**config.mk**
```make
export PLATFORM = sky130hd
export DESIGN_NAME = hep_ctl_flat
export DESIGN_NICKNAME = d
export VERILOG_FILES = /design/src/core/hep_pkg.sv /design/src/core/hep_link_if.sv /design/src/core/hep_ctl.sv /design/src/flat_wrapper.sv
export SDC_FILE = /design/constraint.sdc
export NUM_CORES = 1
export LEC_CHECK = 0
export ABC_AREA = 1
export BUFFER_PORTS_ARGS = -buffer_cell sky130_fd_sc_hd__buf_4
export CAP_MARGIN = 40
export CORE_MARGIN = 5
export CORE_UTILIZATION = 60
export DETAILED_ROUTE_END_ITERATION = 16
export PLACE_DENSITY_LB_ADDON = 0.15
export SLEW_MARGIN = 20
export SYNTH_ARGS = -nofsm -noshare
export SYNTH_HDL_FRONTEND = slang
export SYNTH_SLANG_ARGS = --single-unit
```
**constraint.sdc**
```tcl
create_clock -name clk -period 2.9 [get_ports clk]
set_input_delay 0.29 -clock clk [delete_from_list [all_inputs] [get_ports clk]]
set_output_delay 0.29 -clock clk [all_outputs]
set_load 0.02 [all_outputs]
```
**src/core/hep_pkg.sv**
```systemverilog
// shared constants for the hub embedded-port command link
`default_nettype none
package hep_pkg;
   // command codes
   localparam logic [7:0] CMD_SCB = 8'hf7;
   localparam logic [7:0] CMD_RESUME = 8'hf6;
   localparam logic [7:0] CMD_FRAME = 8'hf5;
   localparam logic [7:0] CMD_ADDR_EN = 8'hd0;
   localparam logic [7:0] CMD_EP_EN = 8'hd8;
   // status change data byte layout
   localparam int SCB_LPC_BIT = 0;
   localparam int SCB_EMB_BIT = 1;
   // address/enable data byte layout
   localparam int AE_EN_BIT = 7;
   // link phase kinds
   localparam logic [1:0] LK_IDLE = 2'h0;
   localparam logic [1:0] LK_CMD = 2'h1;
   localparam logic [1:0] LK_WR = 2'h2;
   localparam logic [1:0] LK_RD = 2'h3;
   // port feature codes
   localparam logic [2:0] FEAT_ENABLE = 3'h0;
   localparam logic [2:0] FEAT_SUSPEND = 3'h1;
   localparam logic [2:0] FEAT_RESET = 3'h2;
   localparam logic [2:0] FEAT_POWER = 3'h3;
   localparam logic [2:0] FEAT_C_CONN = 3'h4;
   // embedded port change bits
   localparam int CHG_CONN = 0;
   localparam int CHG_ENABLE = 1;
   localparam int CHG_SUSPEND = 2;
   localparam int CHG_OVERCUR = 3;
   localparam int CHG_RESET = 4;
   // embedded port status bits
   localparam int PST_ENABLE = 0;
   localparam int PST_SUSPEND = 1;
   // controller register map (write side)
   localparam logic [2:0] REG_HOSTREQ = 3'h0;
   localparam logic [2:0] REG_EVENT = 3'h1;
   localparam logic [2:0] REG_CONFIG = 3'h2;
   localparam logic [2:0] REG_FNADDR = 3'h3;
   // controller register map (read side)
   localparam logic [2:0] REG_PSTAT = 3'h0;
   localparam logic [2:0] REG_PCHG = 3'h1;
   localparam logic [2:0] REG_FRM_LO = 3'h4;
   localparam logic [2:0] REG_FRM_HI = 3'h5;
   // field positions
   localparam int HREQ_SET_BIT = 7;
   localparam int EV_BABBLE = 0;
   localparam int EV_WAKE = 1;
   localparam int EV_FRAME = 2;
   localparam int CFG_LPC = 0;
   localparam int CFG_HUB_SUSP = 1;
   localparam int CFG_BUSY = 7;
   // timing
   localparam int CLK_HZ = 20_000_000;
   localparam int RESUME_MS = 10;
   localparam int RESUME_CYC = (CLK_HZ / 1000) * RESUME_MS;
   localparam logic [3:0] LK_HALF_CYC = 4'h8;
endpackage : hep_pkg
`default_nettype wire

```
**src/core/hep_link_if.sv**
```systemverilog
// command link between hub device and its controller
`default_nettype none
interface hep_link_if;
   logic lk_clk;
   logic [1:0] lk_kind;
   logic [7:0] lk_wdata;
   logic [7:0] lk_rdata;
   modport ctl (output lk_clk, output lk_kind, output lk_wdata, input lk_rdata);
   modport dev (input lk_clk, input lk_kind, input lk_wdata, output lk_rdata);
endinterface : hep_link_if
`default_nettype wire

```
**src/core/hep_ctl.sv**
```systemverilog
// controller end: embedded port emulation and command sequencing
// Functional notes
// - status change load F7h, exactly one byte
// - local power bit0, embedded bit1, rest zero
// - device keeps both flags as two hub change bits
// - F6h drives upstream resume for 10 ms
// - resume command carries no data phase
// - downstream wake starts resume without command
// - F5h returns last good frame number
// - frame low byte first, high second
// - controller keeps port bits, derives change flag
// - port reset: reinit, reset change, address 0
// - set enable: enable function, set status
// - clear enable: disable function, clear status
// - set suspend: disable, clear enable, suspend
// - clear suspend: enable, resume change set
// - clear change request clears only that bit
// - device disables babbling function by itself
// - babble: set enable change, clear enable
// - wake, hub active: re-enable, update flags
// - wake, both suspended: resume first, re-enable
// - wake, port enabled: resume command only
// - feature byte codes 0 to 7
`default_nettype none
module hep_ctl (
   // clock and reset
   input wire logic clk,
   input wire logic rst_n,
   // software register port
   input wire logic [2:0] reg_addr,
   input wire logic [7:0] reg_wdata,
   input wire logic reg_wr,
   input wire logic reg_rd,
   output logic [7:0] reg_rdata,
   // command link
   hep_link_if.ctl lk
);
   typedef enum {HEP_L_IDLE, HEP_L_LOW, HEP_L_HIGH} hep_lstate_t;
   typedef enum {HEP_OP_RES, HEP_OP_AE, HEP_OP_EP, HEP_OP_SCB, HEP_OP_FRM} hep_op_t;

   ////////////////////////////////////////////////////////////////////////////////
   // byte idx of an operation; index 0 is always the command
   function automatic logic [7:0] op_byte(input hep_op_t op, input logic [1:0] idx,
                                          input logic [7:0] ae, input logic [7:0] scb);
      logic [7:0] b;
      b = 8'h00;
      case (op)
         HEP_OP_RES: b = hep_pkg::CMD_RESUME;
         HEP_OP_AE: b = (idx == 2'h0) ? hep_pkg::CMD_ADDR_EN : ae;
         HEP_OP_EP: b = (idx == 2'h0) ? hep_pkg::CMD_EP_EN : 8'h00;
         HEP_OP_SCB: b = (idx == 2'h0) ? hep_pkg::CMD_SCB : scb;
         HEP_OP_FRM: b = (idx == 2'h0) ? hep_pkg::CMD_FRAME : 8'h00;
         default: b = 8'h00;
      endcase
      return b;
   endfunction : op_byte

   // number of link bytes an operation takes
   function automatic logic [1:0] op_len(input hep_op_t op);
      logic [1:0] n;
      n = 2'h2;
      case (op)
         HEP_OP_RES: n = 2'h1;
         HEP_OP_FRM: n = 2'h3;
         default: n = 2'h2;
      endcase
      return n;
   endfunction : op_len

   ////////////////////////////////////////////////////////////////////////////////
   logic pst_en_r, pst_susp_r;
   logic [4:0] chg_r;
   logic lpc_r, hub_susp_r;
   logic [6:0] fn_addr_r;
   logic ae_en_r;
   logic [6:0] ae_addr_r;
   logic p_res_r, p_ae_r, p_ep_r, p_scb_r, p_frm_r;
   hep_lstate_t ls_r;
   hep_op_t op_r;
   logic [1:0] idx_r;
   logic [3:0] hc_r;
   logic [7:0] frm_lo_r;
   logic [2:0] frm_hi_r;
   logic [7:0] rd_s1, rd_s2;
   logic clk_o_r;
   logic [1:0] kind_r;
   logic [7:0] wdata_r;
   logic start;
   hep_op_t pick;
   logic [7:0] scb_byte;
   logic hreq_wr, ev_wr;
   logic hset;
   logic [2:0] feat;
   logic half_done;
   logic last;

   assign hreq_wr = reg_wr && reg_addr == hep_pkg::REG_HOSTREQ;
   assign ev_wr = reg_wr && reg_addr == hep_pkg::REG_EVENT;
   assign hset = reg_wdata[hep_pkg::HREQ_SET_BIT];
   assign feat = reg_wdata[2:0];
   // embedded flag derived from the kept change bits
   assign scb_byte = {6'h00, |chg_r, lpc_r};

   ////////////////////////////////////////////////////////////////////////////////
   // embedded port status bits as the host sees them
   always_ff @(posedge clk or negedge rst_n) begin
      if (!rst_n) begin
         pst_en_r <= 1'b0;
         pst_susp_r <= 1'b0;
      end else if (hreq_wr && hset) begin
         if (feat == hep_pkg::FEAT_RESET || feat == hep_pkg::FEAT_SUSPEND) begin
            pst_en_r <= 1'b0;
         end else if (feat == hep_pkg::FEAT_ENABLE) begin
            pst_en_r <= 1'b1;
         end
         if (feat == hep_pkg::FEAT_SUSPEND) begin
            pst_susp_r <= 1'b1;
         end
      end else if (hreq_wr) begin
         if (feat == hep_pkg::FEAT_ENABLE) begin
            pst_en_r <= 1'b0;
         end else if (feat == hep_pkg::FEAT_SUSPEND) begin
            pst_en_r <= 1'b1;
            pst_susp_r <= 1'b0;
         end
      end else if (ev_wr && reg_wdata[hep_pkg::EV_BABBLE]) begin
         pst_en_r <= 1'b0;
      end else if (ev_wr && reg_wdata[hep_pkg::EV_WAKE] && pst_susp_r) begin
         pst_en_r <= 1'b1;
         pst_susp_r <= 1'b0;
      end
   end

   // change bits; a clear request touches only the matching bit
   always_ff @(posedge clk or negedge rst_n) begin
      if (!rst_n) begin
         chg_r <= 5'h00;
      end else if (hreq_wr && hset) begin
         if (feat == hep_pkg::FEAT_RESET) begin
            chg_r[hep_pkg::CHG_RESET] <= 1'b1;
         end
      end else if (hreq_wr) begin
         if (feat == hep_pkg::FEAT_SUSPEND) begin
            chg_r[hep_pkg::CHG_SUSPEND] <= 1'b1;
         end else if (feat == hep_pkg::FEAT_RESET) begin
            chg_r[hep_pkg::CHG_RESET] <= 1'b0;
         end else if (feat >= hep_pkg::FEAT_C_CONN) begin
            chg_r[feat[1:0]] <= 1'b0;
         end
      end else if (ev_wr && reg_wdata[hep_pkg::EV_BABBLE]) begin
         chg_r[hep_pkg::CHG_ENABLE] <= 1'b1;
      end else if (ev_wr && reg_wdata[hep_pkg::EV_WAKE] && pst_susp_r) begin
         chg_r[hep_pkg::CHG_SUSPEND] <= 1'b1;
      end
   end

   // value for the next address/enable command
   always_ff @(posedge clk or negedge rst_n) begin
      if (!rst_n) begin
         ae_en_r <= 1'b0;
         ae_addr_r <= 7'h00;
      end else if (hreq_wr && hset && feat == hep_pkg::FEAT_RESET) begin
         ae_en_r <= 1'b1;
         ae_addr_r <= 7'h00;
      end else if (hreq_wr && feat == hep_pkg::FEAT_ENABLE) begin
         ae_en_r <= hset;
         ae_addr_r <= fn_addr_r;
      end else if (hreq_wr && feat == hep_pkg::FEAT_SUSPEND) begin
         ae_en_r <= ~hset;
         ae_addr_r <= fn_addr_r;
      end else if (ev_wr && reg_wdata[hep_pkg::EV_WAKE] && pst_susp_r) begin
         ae_en_r <= 1'b1;
         ae_addr_r <= fn_addr_r;
      end
   end

   // software configuration
   always_ff @(posedge clk or negedge rst_n) begin
      if (!rst_n) begin
         lpc_r <= 1'b0;
         hub_susp_r <= 1'b0;
         fn_addr_r <= 7'h00;
      end else if (reg_wr && reg_addr == hep_pkg::REG_CONFIG) begin
         lpc_r <= reg_wdata[hep_pkg::CFG_LPC];
         hub_susp_r <= reg_wdata[hep_pkg::CFG_HUB_SUSP];
      end else if (reg_wr && reg_addr == hep_pkg::REG_FNADDR) begin
         fn_addr_r <= reg_wdata[6:0];
      end
   end

   ////////////////////////////////////////////////////////////////////////////////
   // pending operations; a new request wins over the start that clears it
   always_ff @(posedge clk or negedge rst_n) begin
      if (!rst_n) begin
         p_res_r <= 1'b0;
         p_ae_r <= 1'b0;
         p_ep_r <= 1'b0;
         p_scb_r <= 1'b0;
         p_frm_r <= 1'b0;
      end else begin
         if (start) begin
            p_res_r <= p_res_r && pick != HEP_OP_RES;
            p_ae_r <= p_ae_r && pick != HEP_OP_AE;
            p_ep_r <= p_ep_r && pick != HEP_OP_EP;
            p_scb_r <= p_scb_r && pick != HEP_OP_SCB;
            p_frm_r <= p_frm_r && pick != HEP_OP_FRM;
         end
         if (hreq_wr && feat <= hep_pkg::FEAT_SUSPEND) begin
            p_ae_r <= 1'b1;
         end
         if (hreq_wr && hset && feat == hep_pkg::FEAT_RESET) begin
            p_ae_r <= 1'b1;
            p_ep_r <= 1'b1;
         end
         if (hreq_wr || ev_wr || (reg_wr && reg_addr == hep_pkg::REG_CONFIG)) begin
            p_scb_r <= 1'b1;
         end
         if (ev_wr && reg_wdata[hep_pkg::EV_WAKE]) begin
            if (hub_susp_r) begin
               p_res_r <= 1'b1;
            end
            if (pst_susp_r) begin
               p_ae_r <= 1'b1;
            end
         end
         if (ev_wr && reg_wdata[hep_pkg::EV_FRAME]) begin
            p_frm_r <= 1'b1;
         end
      end
   end

   // resume goes out ahead of the re-enable
   always_comb begin
      pick = HEP_OP_FRM;
      if (p_res_r) begin
         pick = HEP_OP_RES;
      end else if (p_ae_r) begin
         pick = HEP_OP_AE;
      end else if (p_ep_r) begin
         pick = HEP_OP_EP;
      end else if (p_scb_r) begin
         pick = HEP_OP_SCB;
      end
   end
   assign start = ls_r == HEP_L_IDLE &&
                  (p_res_r || p_ae_r || p_ep_r || p_scb_r || p_frm_r);
   assign half_done = hc_r == hep_pkg::LK_HALF_CYC - 4'h1;
   assign last = idx_r == op_len(op_r) - 2'h1;

   ////////////////////////////////////////////////////////////////////////////////
   // link engine: one byte per divided link clock, data set while clock is low
   always_ff @(posedge clk or negedge rst_n) begin
      if (!rst_n) begin
         ls_r <= HEP_L_IDLE;
         op_r <= HEP_OP_RES;
         idx_r <= 2'h0;
         hc_r <= 4'h0;
         clk_o_r <= 1'b0;
         kind_r <= hep_pkg::LK_IDLE;
         wdata_r <= 8'h00;
      end else begin
         case (ls_r)
            HEP_L_IDLE: begin
               if (start) begin
                  op_r <= pick;
                  idx_r <= 2'h0;
                  hc_r <= 4'h0;
                  kind_r <= hep_pkg::LK_CMD;
                  wdata_r <= op_byte(pick, 2'h0, {ae_en_r, ae_addr_r}, scb_byte);
                  ls_r <= HEP_L_LOW;
               end
            end
            HEP_L_LOW: begin
               hc_r <= half_done ? 4'h0 : hc_r + 4'h1;
               if (half_done) begin
                  clk_o_r <= 1'b1;
                  ls_r <= HEP_L_HIGH;
               end
            end
            HEP_L_HIGH: begin
               hc_r <= half_done ? 4'h0 : hc_r + 4'h1;
               if (half_done) begin
                  clk_o_r <= 1'b0;
                  if (last) begin
                     kind_r <= hep_pkg::LK_IDLE;
                     ls_r <= HEP_L_IDLE;
                  end else begin
                     idx_r <= idx_r + 2'h1;
                     kind_r <= (op_r == HEP_OP_FRM) ? hep_pkg::LK_RD : hep_pkg::LK_WR;
                     wdata_r <= op_byte(op_r, idx_r + 2'h1, {ae_en_r, ae_addr_r}, scb_byte);
                     ls_r <= HEP_L_LOW;
                  end
               end
            end
            default: ls_r <= HEP_L_IDLE;
         endcase
      end
   end
   assign lk.lk_clk = clk_o_r;
   assign lk.lk_kind = kind_r;
   assign lk.lk_wdata = wdata_r;

   // read data from the device crosses in through two flops
   always_ff @(posedge clk or negedge rst_n) begin
      if (!rst_n) begin
         rd_s1 <= 8'h00;
         rd_s2 <= 8'h00;
      end else begin
         rd_s1 <= lk.lk_rdata;
         rd_s2 <= rd_s1;
      end
   end

   // frame bytes sampled as the clock rises; low byte comes first
   always_ff @(posedge clk or negedge rst_n) begin
      if (!rst_n) begin
         frm_lo_r <= 8'h00;
         frm_hi_r <= 3'h0;
      end else if (ls_r == HEP_L_LOW && half_done && kind_r == hep_pkg::LK_RD) begin
         if (idx_r == 2'h1) begin
            frm_lo_r <= rd_s2;
         end else begin
            frm_hi_r <= rd_s2[2:0];
         end
      end
   end

   ////////////////////////////////////////////////////////////////////////////////
   // register read port, data one cycle after the strobe
   always_ff @(posedge clk or negedge rst_n) begin
      if (!rst_n) begin
         reg_rdata <= 8'h00;
      end else if (reg_rd) begin
         if (reg_addr == hep_pkg::REG_PSTAT) begin
            reg_rdata <= {6'h00, pst_susp_r, pst_en_r};
         end else if (reg_addr == hep_pkg::REG_PCHG) begin
            reg_rdata <= {3'h0, chg_r};
         end else if (reg_addr == hep_pkg::REG_CONFIG) begin
            reg_rdata <= {~start && ls_r != HEP_L_IDLE || start, 5'h00, hub_susp_r, lpc_r};
         end else if (reg_addr == hep_pkg::REG_FNADDR) begin
            reg_rdata <= {1'b0, fn_addr_r};
         end else if (reg_addr == hep_pkg::REG_FRM_LO) begin
            reg_rdata <= frm_lo_r;
         end else if (reg_addr == hep_pkg::REG_FRM_HI) begin
            reg_rdata <= {5'h00, frm_hi_r};
         end else begin
            reg_rdata <= 8'h00;
         end
      end else begin
         reg_rdata <= 8'h00;
      end
   end
endmodule : hep_ctl
`default_nettype wire

```
**src/flat_wrapper.sv**
```systemverilog
// flat-port wrapper written by rule: the top's interface ports become plain ports
module hep_ctl_flat 
  (clk, rst_n, reg_addr, reg_wdata, reg_wr, reg_rd, reg_rdata, lk_lk_clk, lk_lk_kind, lk_lk_wdata, lk_lk_rdata);
  hep_link_if lk_i ();
  input wire logic clk;
  input wire logic rst_n;
  input wire logic [2:0] reg_addr;
  input wire logic [7:0] reg_wdata;
  input wire logic reg_wr;
  input wire logic reg_rd;
  output logic [7:0] reg_rdata;
  output wire logic [$bits(lk_i.lk_clk)-1:0] lk_lk_clk;
  output wire logic [$bits(lk_i.lk_kind)-1:0] lk_lk_kind;
  output wire logic [$bits(lk_i.lk_wdata)-1:0] lk_lk_wdata;
  input wire logic [$bits(lk_i.lk_rdata)-1:0] lk_lk_rdata;
  assign lk_lk_clk = lk_i.lk_clk;
  assign lk_lk_kind = lk_i.lk_kind;
  assign lk_lk_wdata = lk_i.lk_wdata;
  assign lk_i.lk_rdata = lk_lk_rdata;
  hep_ctl u_core (.clk(clk), .rst_n(rst_n), .reg_addr(reg_addr), .reg_wdata(reg_wdata), .reg_wr(reg_wr), .reg_rd(reg_rd), .reg_rdata(reg_rdata), .lk(lk_i));
endmodule
```
==> summary.md <==
| Metric | Value |
|---|---|
| Status | `completed` |
| Critical path class | `reg2reg` |
| Post-synth top flop | `dfrtp_1` |
| Syn Area/Cell | `8.534 sq um` |
| Starting Density | `0.6084` |
| Final Critical Period | `1.826 ns` |
| Root buf cell | `clkbuf_8` |
| Rel. slew slack | `0.5746` |
| GRT overflow | `0` |
| Gr usage total | `0.2280` |
| DR vias | `3256` |
| # IOs | `42` |
| Htree depth | `3` |
| Chip Height | `92.54 microns` |
| Design Power | `3.623 mW` |
| Hold Startpoint | `lk_lk_rdata[6]` |
| CTS tree | `done` |
| Post-CTS setup buffers | `0` |
| Worst setup path startpoint | `u_core.ls_r[0]$_DFFE_PN0P_` |
| Total negative setup slack | `0 ns` |
| Yosys warns | `0` |
| Post-DP HPWL | `6.382 mm` |
| R2R Setup Slk | `1.07 ns` |
| DRT iter0 DRCs | `204` |
| Final Cell Area | `4695 sq um` |
| Vias in the first global route | `3297` |
| Antenna diodes | `0` |
| DRC | `0` |
| Max-cap violations | `0` |
| Clock Path Buffers | `2` |
| Measured slew at the worst slew-check pin | `0.6381 ns` |
| Routed Antenna Nets | `0` |
| Die ar. | `8564 sq um` |
| Ys async rst share | `1.000` |
| Drt total wl | `8.630 mm` |
| DR vias/cell | `5.312` |
| First-pass GRT wire length | `15.40 mm` |
| WHS Path Cells | `1` |
| Worst-path clk slew | `0.09 ns` |
| Chip Width | `92.54 microns` |
| Mapped Cells | `479` |
| Worst Skew | `0.01032 ns` |
| Core area | `6719 sq um` |
| Max Transition Viols Final | `0` |
| Post-Place Cell Area | `4481 sq um` |
| Tightest Hold Check Type | `in2reg` |
| Arrival @ worst endpoint | `2.13 ns` |
| Drt first pass iters | `6` |
| Cts bufs inserted | `9` |
| Pin count of the biggest net entering global routing | `53` |
| Hold Vio Cnt, Final | `0` |
| Reg2Reg Capture Point | `u_core.lk.lk_wdata[0]$_DFFE_PN0P_` |
| Unique cell type count in the Yosys netlist | `35` |
| Clock Latency Late Sink | `0.36 ns` |
| R2r startpoint | `u_core.ls_r[0]$_DFFE_PN0P_` |
| Setup crit end kind | `register` |
| Share of post-route cells with drive strength above 1 | `0.1839` |
| Startpoint Class | `register` |
| PortBufs | `41` |
| Number of setup violations in the final report | `0` |
| Maximum clock frequency | `0.5475 GHz` |
| Post-synth EDFFs | `0` |
| Fin worst setup slack | `1.074 ns` |
| Pre-CTS setup slack | `1.090 ns` |
| RSZ-0062 raised after global routing | `no` |
| Sink Count | `86` |
| RePlAce Congestion | `0.8659` |
| WHS Endpoint | `u_core.rd_s1[6]$_DFF_PN0_` |
| Power density over the cells | `771.7 nW/um^2` |
| Seq/Total Area, Yosys | `0.5265` |
| Fin nets | `558` |
| Critical path peak fanout | `14` |
| DR WL/cell | `14.08 microns` |
| Initial antenna violation count | `0` |
| FF+latch count, synth | `86` |
| Register-to-Register Path Depth | `7` |
| P_leak | `2.416 nW` |
| Final Cycle Share | `0.6298` |
| Mapped Nets | `509` |
| Synthesized area | `4088 sq um` |
| Area Growth Syn to Fin | `14.85%` |
| VDD IR max | `0.0003891 V` |
| Cell Rows | `30` |
| Worst EP required | `3.21 ns` |
flip-flops by register name, indices dropped and copies added (netlist names), 2 cells and up:
register            flops
u_core.frm_lo_r         8
u_core.lk.lk_wdata      8
u_core.rd_s1            8
u_core.rd_s2            8
u_core.reg_rdata        8
u_core.ae_addr_r        7
u_core.fn_addr_r        7
u_core.chg_r            5
u_core.hc_r             4
u_core.frm_hi_r         3
u_core.op_r             3
u_core.idx_r            2
u_core.lk.lk_kind       2
u_core.ls_r             2
cell usage in the layout, fill, tap and decap left out, drive strengths merged, types with 4 or more instances in the layout:
cell type,netlist,routed
nand2,169,169
nand4,6,6
a31oi,6,6
buf,3,42
nor2,39,39
clkbuf,2,9
mux2,4,4
nand3,30,30
ha,7,7
a21oi,9,9
inv,57,60
nor3,5,5
o21ai,46,46
dfrtp,86,86
stage by stage:
stage          instances    util  hold slack, ns
2_1_floorplan        479       -       -0.005591
3_3_place_gp         595  0.6639          0.3329
4_1_cts              613  0.6987         0.02001
3_5_place_dp         596  0.6669          0.3347
5_1_grt              613  0.6987       0.0006392
6_report             613  0.6987         0.02547
report_power, final:
part | internal, mW | switching, mW
clock | 0.408 | 0.459
combinational | 0.422 | 0.733
sequential | 1.42 | 0.179
layer usage:
metal / global-route usage / vias to the layer above / share of wire
met1: 0.3078 / 1513 / 0.45
li1: - / 1634 / -
met4: 0.09901 / 0 / 0.023
met3: 0.04955 / 20 / 0.056
met2: 0.3553 / 89 / 0.47
met5: 0 / - / 0
worst max-delay path, stage by stage (launching register included):
cell,delay (ns)
dfrtp_1,0.43
inv_1,0.10
ha_1,0.48
nor2_1,0.12
nand3b_2,0.27
nor2_4,0.23
nand2_1,0.08
nand2_1,0.06
worst max-delay path by stage:
stage	cells after the start	endpoint	slack, ns
final	7	u_core.lk.lk_wdata[0]$_DFFE_PN0P_	1.07
after global routing	7	u_core.lk.lk_wdata[7]$_DFFE_PN0P_	0.88
after detailed placement	7	u_core.lk.lk_wdata[7]$_DFFE_PN0P_	1.09
after global placement	7	u_core.lk.lk_wdata[6]$_DFFE_PN0P_	1.20
after floorplan	6	u_core.lk.lk_wdata[4]$_DFFE_PN0P_	1.48
after CTS	7	u_core.lk.lk_wdata[0]$_DFFE_PN0P_	1.07
kinds of logic (layout without fill, tap and decap cells):
| family | after synthesis | after routing | synth area share |
|---|---|---|---|
| buf+inv | 62 | 116 | 0.06091 |
| flops | 86 | 86 | 0.5265 |
| fa+ha+maj | 7 | 7 | 0.02143 |
| xor+xnor | 1 | 1 | 0.002143 |
| compound gates | 67 | 67 | 0.09581 |
| mux | 4 | 4 | 0.01102 |
| simple gates | 252 | 252 | 0.2822 |
layout make-up:
type	instances	area (sq um)
multi-input cells	331	1687
repair buffers	43	337.8
clock buffers	9	123.9
flip-flops and latches	86	2152
inverters	57	214.0
well taps	80	100.1
clock inverters	7	80.08
fillers	558	2024
repair_timing:
item	in CTS	in global routing
endpoints found under the hold margin	51	0
gates resized for setup	0	0
hold buffers	1	0
Yosys cell counts, drive strengths merged (2+ instances only):
| library cell | count | area share |
|---|---|---|
| nand2 | 169 | 0.16 |
| dfrtp | 86 | 0.53 |
| inv | 57 | 0.052 |
| o21ai | 46 | 0.065 |
| nor2 | 39 | 0.048 |
| nand3 | 30 | 0.044 |
| a21oi | 9 | 0.011 |
| ha | 7 | 0.021 |
| a31oi | 6 | 0.0092 |
| nand4 | 6 | 0.014 |
| nor3 | 5 | 0.0061 |
| mux2 | 4 | 0.011 |
| buf | 3 | 0.0067 |
| clkbuf | 2 | 0.0018 |
| nand3b | 2 | 0.0046 |
| o31ai | 2 | 0.0037 |
Power figures use the tool's default switching activity.
